**config.mk**
```make
export PLATFORM = sky130hd
export DESIGN_NAME = hpc_host_port
export DESIGN_NICKNAME = d
export VERILOG_FILES = /design/src/pkg/hpc_pkg.sv /design/src/verilog/hpc_host_port.sv /design/src/verilog/hpc_sync.sv
export SDC_FILE = /design/constraint.sdc
export NUM_CORES = 1
export LEC_CHECK = 0
export BUFFER_PORTS_ARGS = -buffer_cell sky130_fd_sc_hd__buf_2
export CAP_MARGIN = 10
export CELL_PAD_IN_SITES_DETAIL_PLACEMENT = 1
export CELL_PAD_IN_SITES_GLOBAL_PLACEMENT = 1
export CORE_ASPECT_RATIO = 1.75
export CORE_MARGIN = 4
export CORE_UTILIZATION = 31
export DETAILED_ROUTE_END_ITERATION = 7
export GPL_TIMING_DRIVEN = 0
export PLACE_DENSITY = 0.73
export SLEW_MARGIN = 30
export SYNTH_ARGS = -nofsm -noshare
export SYNTH_HDL_FRONTEND = slang
export SYNTH_SLANG_ARGS = --single-unit
```
**constraint.sdc**
```tcl
create_clock -name ref_clk -period 3.2 [get_ports ref_clk]
set_input_delay 0.48 -clock ref_clk [delete_from_list [all_inputs] [get_ports ref_clk]]
set_output_delay 0.48 -clock ref_clk [all_outputs]
set_load 0.03 [all_outputs]
```
**src/pkg/hpc_pkg.sv**
```systemverilog
package hpc_pkg;
    localparam int          DATA_W      = 8;
    localparam int          SEL_W       = 3;
    localparam int          PIN_W       = 12;
    // Shared pin positions inside the 12-bit pin vector
    localparam int          DATA_LSB    = 0;
    localparam int          SEL_LSB     = 8;
    localparam int          RW_BIT      = 11;
    // Synchronised strobe vector layout: pins, enable, ack
    localparam int          SYNC_W      = 14;
    localparam int          EN_BIT      = 12;
    localparam int          ACK_BIT     = 13;
    localparam logic [7:0]  DATA_RST    = 8'h00;
    localparam logic [2:0]  SEL_RST     = 3'h0;
    localparam logic [11:0] PIN_OUT_RST = 12'h000;
    // All pins undriven: active-low enables high
    localparam logic [11:0] OE_N_RST    = 12'hFFF;
    localparam logic [7:0]  DATA_OE_OFF = 8'hFF;
    localparam logic [7:0]  DATA_OE_ON  = 8'h00;
    localparam logic [13:0] SYNC_RST    = 14'h3FFF;

    typedef struct packed {
        logic              valid;
        logic [SEL_W-1:0]  sel;
        logic [DATA_W-1:0] data;
    } hpc_wr_t;
endpackage

```
**src/verilog/hpc_host_port.sv**
```systemverilog
`timescale 1ns/10ps
module hpc_host_port (
    input  wire logic                     ref_clk,
    input  wire logic                     rst,
    input  wire logic                     host_port_select,
    input  wire logic [7:0]               host_data_bus_in,
    output logic      [7:0]               host_data_bus_out,
    output logic      [7:0]               host_data_bus_oe_n,
    input  wire logic [2:0]               host_register_select_in,
    output logic      [2:0]               host_register_select_out,
    output logic      [2:0]               host_register_select_oe_n,
    input  wire logic                     host_read_not_write_in,
    output logic                          host_read_not_write_out,
    output logic                          host_read_not_write_oe_n,
    input  wire logic                     host_enable_n,
    input  wire logic                     host_ack_n,
    input  wire logic                     dma_request,
    output logic                          host_request_n,
    output logic      [2:0]               host_reg_sel,
    input  wire logic [7:0]               host_reg_rd_data,
    output hpc_pkg::hpc_wr_t              host_reg_wr,
    output logic                          host_reg_rd_done,
    input  wire logic [11:0]              gpio_out,
    input  wire logic [11:0]              gpio_dir,
    output logic      [11:0]              gpio_in
);
    logic [hpc_pkg::SYNC_W-1:0] raw_in;
    logic [hpc_pkg::SYNC_W-1:0] sync_s;
    logic [hpc_pkg::PIN_W-1:0]  pin_s;
    logic [hpc_pkg::PIN_W-1:0]  pin_prev;
    logic                       en_prev;
    logic [7:0]                 data_s;
    logic [7:0]                 data_prev;
    logic [2:0]                 sel_s;
    logic [2:0]                 sel_prev;
    logic                       rw_s;
    logic                       rw_prev;
    logic                       en_s;
    logic                       ack_s;
    logic                       host_read;
    logic                       ack_read;
    logic                       drive_data;
    logic                       en_rise;
    logic [11:0]                next_pin_out;
    logic [11:0]                next_pin_oe_n;
    logic [7:0]                 next_data_out;
    logic [7:0]                 next_data_oe_n;
    hpc_pkg::hpc_wr_t           next_wr;

    assign raw_in = {host_ack_n, host_enable_n, host_read_not_write_in,
                     host_register_select_in, host_data_bus_in};

    hpc_sync #(
        .W       (hpc_pkg::SYNC_W),
        .RST_VAL (hpc_pkg::SYNC_RST)
    ) u_sync (
        .ref_clk  (ref_clk),
        .rst      (rst),
        .async_in (raw_in),
        .sync_out (sync_s)
    );

    assign pin_s  = sync_s[hpc_pkg::PIN_W-1:0];
    assign data_s = pin_s[hpc_pkg::DATA_LSB +: hpc_pkg::DATA_W];
    assign sel_s  = pin_s[hpc_pkg::SEL_LSB +: hpc_pkg::SEL_W];
    assign rw_s   = pin_s[hpc_pkg::RW_BIT];
    assign en_s   = sync_s[hpc_pkg::EN_BIT];
    assign ack_s  = sync_s[hpc_pkg::ACK_BIT];
    assign data_prev = pin_prev[hpc_pkg::DATA_LSB +: hpc_pkg::DATA_W];
    assign sel_prev  = pin_prev[hpc_pkg::SEL_LSB +: hpc_pkg::SEL_W];
    assign rw_prev   = pin_prev[hpc_pkg::RW_BIT];

    // read direction from enable and read/write
    assign host_read  = host_port_select & ~en_s & rw_s;
    assign ack_read   = host_port_select & ~ack_s & ~host_request_n;
    // undriven unless one of the two read cases holds
    assign drive_data = host_read | ack_read;
    // capture on the deasserting edge of enable
    assign en_rise    = host_port_select & en_s & ~en_prev;

    // addressed register data onto the bus
    assign next_data_out  = drive_data ? host_reg_rd_data : host_data_bus_out;
    assign next_data_oe_n = drive_data ? hpc_pkg::DATA_OE_ON
                                       : hpc_pkg::DATA_OE_OFF;

    // write delivery; sample taken one cycle before the rise
    // because the host may release the bus right after enable rises.
    // direction follows the read/write level held during enable
    assign next_wr.valid = en_rise & ~rw_prev;
    assign next_wr.sel   = sel_prev;
    assign next_wr.data  = data_prev;

    // general-purpose pin muxing, one slice per pin
    genvar gi;
    generate
        for (gi = 0; gi < hpc_pkg::PIN_W; gi++) begin : g_pin
            assign next_pin_out[gi]  = host_port_select ? 1'b0 : gpio_out[gi];
            assign next_pin_oe_n[gi] = host_port_select ? 1'b1
                                                        : ~gpio_dir[gi];
        end
    endgenerate

    // reset leaves every shared pin an undriven input
    always_ff @(posedge ref_clk or posedge rst) begin
        if (rst) begin
            host_data_bus_out         <= hpc_pkg::DATA_RST;
            host_data_bus_oe_n        <= hpc_pkg::DATA_OE_OFF;
            host_register_select_out  <= hpc_pkg::SEL_RST;
            host_register_select_oe_n <= hpc_pkg::OE_N_RST[2:0];
            host_read_not_write_out   <= 1'b0;
            host_read_not_write_oe_n  <= 1'b1;
        end else begin
            host_data_bus_out         <= host_port_select ? next_data_out
                : next_pin_out[hpc_pkg::DATA_LSB +: hpc_pkg::DATA_W];
            host_data_bus_oe_n        <= host_port_select ? next_data_oe_n
                : next_pin_oe_n[hpc_pkg::DATA_LSB +: hpc_pkg::DATA_W];
            host_register_select_out  <=
                next_pin_out[hpc_pkg::SEL_LSB +: hpc_pkg::SEL_W];
            host_register_select_oe_n <=
                next_pin_oe_n[hpc_pkg::SEL_LSB +: hpc_pkg::SEL_W];
            host_read_not_write_out   <= next_pin_out[hpc_pkg::RW_BIT];
            host_read_not_write_oe_n  <= next_pin_oe_n[hpc_pkg::RW_BIT];
        end
    end

    always_ff @(posedge ref_clk or posedge rst) begin
        if (rst) begin
            pin_prev         <= hpc_pkg::PIN_OUT_RST;
            en_prev          <= 1'b1;
            host_request_n   <= 1'b1;
            host_reg_sel     <= hpc_pkg::SEL_RST;
            host_reg_wr      <= '0;
            host_reg_rd_done <= 1'b0;
            gpio_in          <= hpc_pkg::PIN_OUT_RST;
        end else begin
            pin_prev         <= pin_s;
            en_prev          <= en_s;
            host_request_n   <= ~(host_port_select & dma_request);
            host_reg_sel     <= (host_port_select & ~en_s) ? sel_s
                                                           : host_reg_sel;
            host_reg_wr      <= next_wr;
            host_reg_rd_done <= en_rise & rw_prev;
            gpio_in          <= pin_s;
        end
    end
endmodule // hpc_host_port

```
**src/verilog/hpc_sync.sv**
```systemverilog
`timescale 1ns/10ps
module hpc_sync #(
    parameter int                  W       = 1,
    parameter logic [W-1:0]        RST_VAL = '0
) (
    input  wire logic              ref_clk,
    input  wire logic              rst,
    input  wire logic [W-1:0]      async_in,
    output logic      [W-1:0]      sync_out
);
    logic [W-1:0] meta;

    // First stage feeds only the second stage
    always_ff @(posedge ref_clk or posedge rst) begin
        if (rst) begin
            meta     <= RST_VAL;
            sync_out <= RST_VAL;
        end else begin
            meta     <= async_in;
            sync_out <= meta;
        end
    end
endmodule // hpc_sync
```
Yosys cells after proc, flatten, opt, wreduce, memory -nomap -nowiden
Cells that the tools add are included.

Input port bits: 50. Output and inout bits: 53. Bits in registers: 82.

Bitwise operators: 28. Multiplexer cells: 12. Equal/unequal tests: 1.

Operators with widths (number): 8-bit 2-to-1 mux (4); 1-bit inverter (18); 1-bit AND (9); 1-bit 2-to-1 mux (8); 2-bit by 1-bit inequality test with 1-bit output (second input constant) (1); 1-bit bitwise OR (1).

Longest topological paths before layout
Gate-level depths: netlist of run 1.

Depth in word-level cells: 6. Gate-level depth with buffers: 4.

Modules after synthesis
A second synthesis of run 1 with hierarchy kept.

Cell total of the unflattened synthesis: 141. Area, all modules: 2612.5 µm².

Modules (own cells, without submodules): hpc_host_port (cells an instance 112, times used 1, area an instance 1873.0 µm²); hpc_sync (cells an instance 29, times used 1, area an instance 739.5 µm²).

Least setup slack after synthesis of run 1
No wires, ideal clock.

Path type: input port to flip-flop. Start: input host_port_select. End: register host_data_bus_out[7]. Path buffers: 2. Path slack: 1821 ps. Stages on the path: 4. Library setup time: 125 ps. Data arrival time: 1254 ps. Cells stage by stage: buf_6 -> buf_8 -> mux2_4 -> mux2_4.

Longest elaborated chain between the ends: 4. Elaborated cells on any way between the ends: 7. Those cells by class: eq/ne: 1; mux: 1; bitwise: 5.

Ends and longest elaborated chain: from (decl) (RTL line hpc_host_port.sv:5) `input wire logic host_port_select,`; 1-bit AND, on equally long branches (2 in series) (RTL line hpc_host_port.sv:74, hpc_host_port.sv:75); 1-bit bitwise OR (RTL line hpc_host_port.sv:77) `assign drive_data = host_read | ack_read;`; 2-bit by 1-bit inequality test with 1-bit output (no line); to (signal assigned) (RTL line hpc_host_port.sv:106) `host_data_bus_out <= hpc_pkg::DATA_RST;`; to (signal assigned) (RTL line hpc_host_port.sv:113) `host_data_bus_out <= host_port_select ? next_data_out`; to (decl) (RTL line hpc_host_port.sv:7) `output logic [7:0] host_data_bus_out,`.

Several ways; a longest one is shown, not always the timed one. A chain may end at the register's enable or synchronous reset.

Worst setup path in the final report of run 1
Start: register host_request_n. End: output host_request_n.

RTL lines: from (decl) (RTL line hpc_host_port.sv:18) `output logic host_request_n,`; from (signal assigned) (RTL line hpc_host_port.sv:138) `host_request_n <= ~(host_port_select & dma_request);`.

No word-level cell between the ends.

==> metrics.md, run 1 <==
| Metric | Value |
|---|---|
| Max-cap violations | 0 |
| Slowest library cell on the worst path | dfstp_2 |
| Crit start category | flop |
| Final Skew | 0.00570 ns |
| Largest stage delay, worst path | 0.55 ns |
| Cells after synthesis | 140 |
| Aggregate global-route resource usage | 0.111 |
| R2R Setup Slk | ~1.7 ns |
| Worst R2R End | host_data_bus_out[7]$_DFFE_PP0P_ |
| Dominant cells by area after synthesis | dfstp_2 42%, dfrtp_1 38%, mux2_2 6.9% |
| Worst-path cell chain | buf_2 |
| WS Path Type | flop to primary output |
| Final Util | 0.431 |
| Setup TNS | 0 ns |
| DP Cell Count | 334 |
| Filler Cells Inserted | 865 |
| Vias in the first global route | between 1500 and 2000 |
| Die area | 0.0100 sq mm |
| Pwr dens | approximately 680 mW/mm^2 |
| # diodes | 0 |
| I/O pin cnt | 103 |
| Flops & latches, synth | 82 |
| Routed wire length | 5.21 mm |
| CP Launch Point | host_request_n$_DFF_PP1_ |
| Fin nets | 303 |
| Post-CTS setup buffer count | 0 |
| Pint | about 1.9 mW |
| Req. time, crit path | 2.72 ns |
| Slew Limit Fails | 0 |
| Leakage | 1.70 nW |
| Logic pwr share | 0.115 |
| Area grow syn2layout | 36.5% |
| Initial antenna violation count | 0 |
| Commonest cells post-synth | 42 x dfstp_2, 40 x dfrtp_1, 16 x mux2_2, 11 x buf_4, 8 x o21ai_0 |
| DRT antenna net count | 0 |
| Drt initial violations | 46 |
| Largest net degree at the start of global routing | 52 |
| Predominant post-synthesis flop cell | dfstp_2 |
| First-pass GRT wire length | 8.34 mm |
| Via count | around 1500 |
| # DRC | 0 |
| Cell Count, Final, Fillers Out | 350 |
| Overall die height | 129 um |
| Period utilisation layout | 0.487 |
| Remaining Overflow, GRT | 0 |
| R2R Path Start | u_sync.sync_out[11]$_DFF_PP1_ |
| Worst reg2reg path depth | 4 |
| Core region area | between 0.008 and 0.009 sq mm |
| Post-synth top area share | 0.423 |
| Top-count cell post-synth | dfstp_2 |
| Final Hold Viols | 0 |
| Sequential fraction of the synthesis area | 0.807 |
| DR pass1 iterations | 3 |
| Sw power | 581 uW |
| Part of the power in registers | 0.475 |
| Syn Nets | 190 |
| Clock Path Buffers | 2 |
| Maximum VDD drop | 358 uV |
| Highest clock rate | 642 MHz |
| Ys async rst share | 1.00 |
| Post-Syn Area per Cell | around 19 sq um |
| Clock power share | 0.411 |
| Number of buffers created by CTS | 9 |
| Status | complete, no violations |
| Register area | 0.00210 sq mm |
| PostCTS Resize Cnt | 0 |
| Slew @ Worst Pin | 0.410 ns |
| CTS tree | built |
| Setup-failing EPs final | 0 |
| Final GP Congestion | 0.613 |
| Chip width | a little under 80 um |
| Area of the multi-input gates | about 370 sq um |
| Layout cells sized above 1 | 0.752 |
| Hold Path Class | input pin to async pin |
| Critical Path Stages | 1 |
| Synth area leader | dfstp_2 |
| Crit path buf inv count | 1 |
| Synth Warn # | 0 |
| Post-Syn Area | 0.00261 sq mm |
| Critical Path AT | 1.08 ns |
| CP delay by family, top | flip-flops |
| Clock Sinks | approximately 80 |
| Switching share of total power | 0.239 |
| DR vias/cell | 4.27 |
| # port buffers | 101 |
| CTS root buffer | clkbuf_16 |
| Hold Buf Count CTS | 0 |
| Slew HR | 0.727 |
| Synth cell types | 17 |
| Reg clk slew, reported paths | 0.06 ns |
| Cell Rows | between 40 and 50 |
| RSZ-0062 raised after global routing | false |
| Worst Setup EP | host_request_n |
| Starting density of the core | 0.316 |
| Crit. End Element | primary output |
| Post-synth EDFFs | 0 |
| Largest fanout on the critical path | 2 |
| Later-pin clock latency in the skew report | around 0.32 ns |
| H-tree depth | 3 |
| Post-DP HPWL | between 4 and 5 mm |
| Final min period | 1.56 ns |
| DR WL/cell | 14.9 um |
[metrics by stage]
stage	power (mW)	area, sq um	setup slack, ns	hold slack, ns
after floorplan	1.35	2610	0.681	0.345
after global placement	1.44	3230	-0.174	0.345
after detailed placement	1.46	3260	1.71	0.347
after CTS	2.48	3560	1.62	0.158
after global routing	2.55	3560	1.61	0.179
final	2.43	3560	1.64	0.152
[placed cells by master, fill, tap and decap left out, types with 2 or more instances in the layout]
| master | instances |
|---|---|
| nand2b_1 | 4 |
| mux2_4 | 3 |
| nor2b_1 | 2 |
| clkbuf_1 | 2 |
| buf_4 | 11 |
| dfstp_2 | 42 |
| mux2_2 | 16 |
| nand2_1 | 2 |
| buf_2 | 102 |
| clkbuf_16 | 11 |
| and2b_1 | 3 |
| inv_4 | 2 |
| buf_6 | 2 |
| dfrtp_1 | 40 |
| o21ai_0 | 8 |
[state kept, by name (all words and copies together) (netlist names)]
signal / count
u_sync.meta: 14
en_prev: 1
gpio_in: 12
host_reg_sel: 3
host_request_n: 1
host_reg_rd_done: 1
host_read_not_write_out: 1
host_register_select_oe_n: 3
host_data_bus_out: 8
host_reg_wr: 12
u_sync.sync_out: 14
host_read_not_write_oe_n: 1
host_data_bus_oe_n: 8
host_register_select_out: 3
[how the worst min path moves through the flow]
stage,startpoint,end,slack [ns],cells past startpoint
after floorplan,u_sync.meta[0]$_DFF_PP1_,u_sync.sync_out[0]$_DFF_PP1_,0.35,0
after CTS,rst,host_reg_sel[2]$_DFFE_PP0P_,0.16,2
final,rst,host_reg_wr[5]$_DFF_PP0_,0.15,2
after global placement,u_sync.meta[7]$_DFF_PP1_,u_sync.sync_out[7]$_DFF_PP1_,0.35,0
after detailed placement,u_sync.meta[6]$_DFF_PP1_,u_sync.sync_out[6]$_DFF_PP1_,0.35,0
after global routing,rst,host_reg_sel[2]$_DFFE_PP0P_,0.18,2
[layer usage]
| layer | routed length, um | vias to the layer above | GRT usage |
|---|---|---|---|
| li1 | - | 676 | - |
| met1 | 1770 | 753 | 0.113 |
| met5 | 0 | - | 0 |
| met2 | 3020 | 54 | 0.198 |
| met4 | 156 | 0 | 0.0692 |
| met3 | 269 | 10 | 0.0334 |
[layout make-up]
cell class                 instances  area share
clock buffer                      13      0.0794
clock inverter                     3     0.00527
multi-input combinational         41       0.104
buffer                            15      0.0351
timing repair buffer             102       0.150
inverter                           2     0.00281
sequential                        82       0.591
tap                               92      0.0323
[cell families (layout without fill, tap and decap cells)]
logic type,after synthesis,in the layout,synth area share
DFF,82,82,0.807
and+or+nand+nor,13,13,0.0307
AOI/OAI and AO/OA,9,9,0.0254
buffers and inverters,17,135,0.0508
muxes,19,19,0.0863
[power groups by stage]
stage	Combinational, mW	Sequential, mW	Clock, mW
floorplan	0.0935	1.25	0
global placement	0.275	1.17	0
detailed placement	0.286	1.17	0
CTS	0.286	1.16	1.04
global route	0.299	1.16	1.09
finish	0.279	1.15	0.998
Power figures use the tool's default switching activity.
==> inputs of run 2 (changes only) <==
Settings changed: PLACE_DENSITY 0.73 to 0.76.
Clock period 3.2 ns to 1.4 ns, I/O delays scaled along.
==> run 2 against run 1 <==
Compared with the run above: worst setup slack got worse by 1.6 ns; highest routed layer unchanged; hold slack got worse by 0.13 ns; global-route usage increased by 1.3 points; clock skew increased by 0.00096 ns.
==> metrics.md, run 2 (same netlist as run 1, synthesis figures left out) <==
| Metric | Value |
|---|---|
| Pint | 4.25 mW (+130%) |
| Number of buffers created by CTS | 9 (unchanged) |
| Critical Path AT | 1.58 ns (+0.50 ns) |
| CP delay by family, top | flip-flops |
| Slew Limit Fails | 0 (unchanged) |
| Register area | 0.00210 sq mm (unchanged) |
| First-pass GRT wire length | 8.94 mm (+7.2%) |
| Sw power | 1.39 mW (+140%) |
| Status | complete, no violations |
| Part of the power in registers | 0.468 (-0.007) |
| Final GP Congestion | 0.729 (+19%) |
| Crit path buf inv count | 2 (+1) |
| # port buffers | 101 (unchanged) |
| Post-DP HPWL | 4.10 mm (+1.7%) |
| Setup-failing EPs final | 0 (unchanged) |
| Core region area | 0.00826 sq mm (unchanged) |
| Logic pwr share | 0.125 (+0.010) |
| Top flop regs | u_sync.meta: 14 flops, u_sync.sync_out: 14 flops |
| Period utilisation layout | 0.979 |
| CP Launch Point | u_sync.sync_out[11]$_DFF_PP1_ |
| Die area | 0.0100 sq mm (unchanged) |
| Aggregate global-route resource usage | 0.124 (+0.0125) |
| Most common cell after layout, fill and taps aside | buf_2 |
| Leakage | 1.80 nW (+5.8%) |
| DRT antenna net count | 0 (unchanged) |
| Layout cells sized above 1 | 0.712 (-0.0402) |
| Req. time, crit path | 1.61 ns (-1.11 ns) |
| Max-cap violations | 0 (unchanged) |
| Highest clock rate | 730 MHz |
| Area grow syn2layout | 45.4% |
| WS Path Type | flop to flop |
| Overall die height | 129 um (unchanged) |
| Remaining Overflow, GRT | 0 (unchanged) |
| Largest net degree at the start of global routing | 30 (-42%) |
| Largest fanout on the critical path | 5 (+3) |
| Area of the multi-input gates | 372 sq um (unchanged) |
| Later-pin clock latency in the skew report | 0.33 ns (about the same) |
| Filler Cells Inserted | 874 (+1.0%) |
| Slowest library cell on the worst path | dfstp_2 |
| Hold WS | 0.0184 ns (-0.134 ns) |
| Final min period | about 1.4 ns |
| Hold Path Class | input pin to flop |
| Setup TNS | 0 ns (unchanged) |
| Pwr dens | 1490 mW/mm^2 (+120%) |
| Clock Sinks | 82 (unchanged) |
| Clock Path Buffers | 2 (unchanged) |
| Initial antenna violation count | 0 (unchanged) |
| H-tree depth | 3 (unchanged) |
| Most frequent cells in the layout | 102 x buf_2, 42 x dfstp_2, 40 x dfrtp_1 |
| Routed wire length | 5.63 mm (+7.9%) |
| Hold_sp | gpio_dir[8] |
| Maximum VDD drop | 664 uV (+86%) |
| Final Util | 0.459 (+0.0282) |
| Reg clk slew, reported paths | 0.06 ns (about the same) |
| CTS tree | built |
| Largest stage delay, worst path | 0.53 ns (-0.02 ns) |
| Slew HR | 0.560 (-0.167) |
| I/O pin cnt | 103 (unchanged) |
| Starting density of the core | 0.316 (unchanged) |
| Final Skew | 0.00666 ns (+0.000964 ns) |
| Fin nets | 326 (+7.6%) |
| CTS root buffer | clkbuf_16 |
| Switching share of total power | 0.247 (+0.00814) |
| R2R Path Start | u_sync.sync_out[11]$_DFF_PP1_ |
| Slew @ Worst Pin | 0.658 ns (+0.248 ns) |
| Chip width | 77.3 um (unchanged) |
| Vias in the first global route | 1731 (+6.7%) |
| Power, Total | 5.64 mW (+130%) |
| Worst-path cell chain | inv_2 -> o221ai_4 -> buf_12 -> mux2_2 |
| Via count | 1547 (+3.6%) |
| RSZ-0062 raised after global routing | true |
| DR WL/cell | 15.1 um (+1.2%) |
| Cell Rows | 44 (unchanged) |
| # DRC | 0 (unchanged) |
| Clock power share | 0.408 (-0.003) |
| Drt initial violations | 57 (+24%) |
| # diodes | 0 (unchanged) |
| Crit start category | flop |
| Final Hold Viols | 0 (unchanged) |
| Crit. End Element | flop |
| DR pass1 iterations | 3 (unchanged) |
| DR vias/cell | 4.15 (-2.8%) |
[run 2: layer usage]
| layer | global-route usage | wire length (um) | up-vias |
|---|---|---|---|
| li1 | - | - | 722 |
| met1 | 0.128 | 1890 | 769 |
| met2 | 0.221 | 3330 | 45 |
| met3 | 0.0285 | 238 | 11 |
| met4 | 0.0828 | 166 | 0 |
| met5 | 0 | 0 | - |
[run 2: what timing repair did]
item / in CTS / in global routing
buffers inserted: 3 / 0
endpoints found under the setup margin: 2 / 8
hold endpoints to repair: 36 / 0
resized for setup: 1 / 0
hold buffers: 19 / 0
pin swaps: 1 / 1
[run 2: layout make-up]
| class | instances | share of cell area |
|---|---|---|
| Sequential cell | 82 | 0.555 |
| Timing Repair Buffer | 125 | 0.203 |
| Multi-Input combinational cell | 41 | 0.0980 |
| Clock buffer | 10 | 0.0604 |
| Buffer | 15 | 0.0330 |
| Tap cell | 92 | 0.0303 |
| Clock inverter | 6 | 0.0175 |
| Inverter | 2 | 0.00297 |
[run 2: worst paths after layout]
path                                                          end  slack [ns]  depth (start not counted)
max                              host_data_bus_out[6]$_DFFE_PP0P_        0.03                          4
min                        host_register_select_oe_n[0]$_DFF_PP1_        0.02                          2
max reg2reg                      host_data_bus_out[6]$_DFFE_PP0P_        0.03                          4
min reg2reg                          u_sync.sync_out[7]$_DFF_PP1_        0.35                          0
max in group asynchronous           u_sync.sync_out[13]$_DFF_PP1_        0.26                          4
min in group asynchronous                    gpio_in[3]$_DFF_PP0_        0.52                          3
[run 2: power groups by stage]
stage / Combinational (mW) / Clock [mW] / Sequential (mW)
2_1_floorplan: 0.214 / 0 / 2.87
3_3_place_gp: 0.630 / 0 / 2.67
3_5_place_dp: 0.659 / 0 / 2.68
4_1_cts: 0.715 / 2.37 / 2.64
5_1_grt: 0.758 / 2.48 / 2.66
6_report: 0.704 / 2.30 / 2.64
[run 2: metrics by stage]
step	worst slack, ns	area, sq um	cells
6_report	0.0295	3790	373
3_5_place_dp	-0.0684	3270	335
5_1_grt	-0.0357	3790	373
4_1_cts	0.00118	3790	373
3_3_place_gp	-0.221	3230	333
2_1_floorplan	0.0408	2610	140
==> inputs of run 3 (changes only) <==
Settings changed: RECOVER_POWER set to 25, SKIP_LAST_GASP set to 1.
==> run 3 against run 2 <==
Compared with the run above: total power rose by 0.22%; count of clock-buffer cells in the layout unchanged; sequential cell count is the same; sequential power about the same; critical path depth is the same; via count rose by 0.26%; critical path type unchanged; critical endpoint unchanged; largest cell class unchanged.
==> metrics.md, run 3 (same netlist as run 1, synthesis figures left out) <==
| Metric | Value |
|---|---|
| DR vias/cell | 4.16 (+0.26%) |
| Crit. End Element | flop |
| DR pass1 iterations | 3 (unchanged) |
| Period utilisation layout | 0.973 (-0.00594) |
| Slew HR | 0.559 (-0.000871) |
| Reg clk slew, reported paths | 0.06 ns (about the same) |
| Hold WS | 0.0188 ns (+0.000369 ns) |
| Pint | 4.26 mW (+0.21%) |
| Via count | 1551 (+0.26%) |
| Final Hold Viols | 0 (unchanged) |
| I/O pin cnt | 103 (unchanged) |
| WS Path Type | flop to flop |
| Remaining Overflow, GRT | 0 (unchanged) |
| Leakage | 1.82 nW (+1.0%) |
| Cell Rows | 44 (unchanged) |
| Largest fanout on the critical path | 5 (unchanged) |
| Clock Path Buffers | 2 (unchanged) |
| Maximum VDD drop | 662 uV (-0.31%) |
| Hold Path Class | input pin to flop |
| Clock power share | 0.406 (-0.002) |
| Most frequent cells in the layout | 101 x buf_2, 40 x dfrtp_1, 39 x dfstp_2 |
| DR WL/cell | 15.3 um (+1.7%) |
| Power, Total | 5.66 mW (+0.22%) |
| Initial antenna violation count | 0 (unchanged) |
| Top flop regs | u_sync.meta: 14 flops, u_sync.sync_out: 14 flops |
| Highest clock rate | 734 MHz (+0.61%) |
| Core region area | 0.00826 sq mm (unchanged) |
| Setup-failing EPs final | 0 (unchanged) |
| Max-cap violations | 0 (unchanged) |
| Drt initial violations | 52 (-8.8%) |
| Final min period | 1.36 ns (-0.00831 ns) |
| # port buffers | 101 (unchanged) |
| Status | complete, no violations |
| CP delay by family, top | flip-flops |
| DRT antenna net count | 0 (unchanged) |
| Die area | 0.0100 sq mm (unchanged) |
| Critical Path AT | 1.57 ns (about the same) |
| Vias in the first global route | 1731 (unchanged) |
| Overall die height | 129 um (unchanged) |
| Layout cells sized above 1 | 0.694 (-0.0178) |
| # diodes | 0 (unchanged) |
| Clock Sinks | 82 (unchanged) |
| Largest stage delay, worst path | 0.53 ns (about the same) |
| CTS root buffer | clkbuf_16 |
| Fin nets | 326 (unchanged) |
| RSZ-0062 raised after global routing | true |
| Aggregate global-route resource usage | 0.124 (unchanged) |
| Number of buffers created by CTS | 9 (unchanged) |
| Post-DP HPWL | 4.10 mm (unchanged) |
| Chip width | 77.3 um (unchanged) |
| Routed wire length | 5.72 mm (+1.7%) |
| Final GP Congestion | 0.729 (unchanged) |
| First-pass GRT wire length | 8.94 mm (unchanged) |
| Req. time, crit path | 1.61 ns (about the same) |
| Setup TNS | 0 ns (unchanged) |
| Slowest library cell on the worst path | dfstp_2 |
| Starting density of the core | 0.316 (unchanged) |
| Slew Limit Fails | 0 (unchanged) |
| Crit start category | flop |
| Logic pwr share | 0.127 (+0.002) |
| Largest net degree at the start of global routing | 30 (unchanged) |
| Switching share of total power | 0.247 (about the same) |
| Later-pin clock latency in the skew report | 0.33 ns (about the same) |
| CTS tree | built |
| H-tree depth | 3 (unchanged) |
| Worst-path cell chain | inv_2 -> o221ai_4 -> buf_12 -> mux2_4 |
| Filler Cells Inserted | 873 (-0.11%) |
| Pwr dens | 1490 mW/mm^2 (-0.14%) |
| Most common cell after layout, fill and taps aside | buf_2 |
| # DRC | 0 (unchanged) |
| Crit path buf inv count | 2 (unchanged) |
| Slew @ Worst Pin | 0.660 ns (+0.00130 ns) |
| Part of the power in registers | 0.467 (about the same) |
| Sw power | 1.40 mW (+0.24%) |
| Area grow syn2layout | 45.9% |
| Final Skew | 0.00665 ns (-0.0000110 ns) |
==> run 3: cell count changes in the layout (fill, tap and decap cells not counted), sizes merged <==
| cell | before | now |
|---|---|---|
| buf | 121 | 119 |
| clkbuf | 10 | 12 |
==> run 3: per-layer routing <==
| layer | vias to the layer above | wire [um] | global-route usage |
|---|---|---|---|
| met5 | - | 0 | 0 |
| met4 | 0 | 166 | 0.0828 |
| met3 | 11 | 238 | 0.0285 |
| met2 | 45 | 3410 | 0.221 |
| met1 | 772 | 1910 | 0.128 |
| li1 | 723 | - | - |
==> run 3: power groups by stage <==
stage	logic, mW	clock network (mW)	registers [mW]
finish	0.719	2.30	2.64
global route	0.772	2.48	2.66
CTS	0.715	2.37	2.64
detailed placement	0.659	0	2.68
global placement	0.630	0	2.67
floorplan	0.214	0	2.87
==> run 3: path summary, 6_finish.rpt <==
| kind | start | to | slack, ns | cells after the start |
|---|---|---|---|---|
| setup / recovery | u_sync.sync_out[11]$_DFF_PP1_ | host_data_bus_out[6]$_DFFE_PP0P_ | 0.04 | 4 |
| hold / removal | gpio_dir[8] | host_register_select_oe_n[0]$_DFF_PP1_ | 0.02 | 2 |
| setup reg to reg | u_sync.sync_out[11]$_DFF_PP1_ | host_data_bus_out[6]$_DFFE_PP0P_ | 0.04 | 4 |
| hold reg to reg | u_sync.meta[7]$_DFF_PP1_ | u_sync.sync_out[7]$_DFF_PP1_ | 0.35 | 0 |
| max in group asynchronous | rst | u_sync.meta[13]$_DFF_PP1_ | 0.26 | 4 |
| min in group asynchronous | rst | gpio_in[3]$_DFF_PP0_ | 0.52 | 3 |
==> run 3: final cells by class <==
cell class,count,area (sq um),share of cell area
Inverter,2,11.3,0.00296
Multi-Input combinational cell,41,394,0.104
Buffer,15,113,0.0296
Clock buffer,10,229,0.0601
Timing Repair Buffer,125,774,0.203
Clock inverter,6,66.3,0.0174
Tap cell,92,115,0.0302
Sequential cell,82,2100,0.553
==> run 3: timing repair <==
action / 4_1_cts / 5_1_grt
pin swaps: 1 / 1
hold endpoints to repair: 36 / 0
setup buffers: 3 / 0
gates resized for setup: 0 / 8
endpoints found under the setup margin: 2 / 8
hold buffers: 19 / 0
==> run 3: per-stage QoR <==
| stage | utilization | area [sq um] | setup WS, ns | cells |
|---|---|---|---|---|
| final | 0.461 | 3810 | 0.0378 | 373 |
| after detailed placement | 0.396 | 3270 | -0.0684 | 335 |
| after CTS | 0.459 | 3790 | -0.0152 | 373 |
| after floorplan | - | 2610 | 0.0408 | 140 |
| after global routing | 0.461 | 3810 | -0.0245 | 373 |
| after global placement | 0.392 | 3230 | -0.221 | 333 |
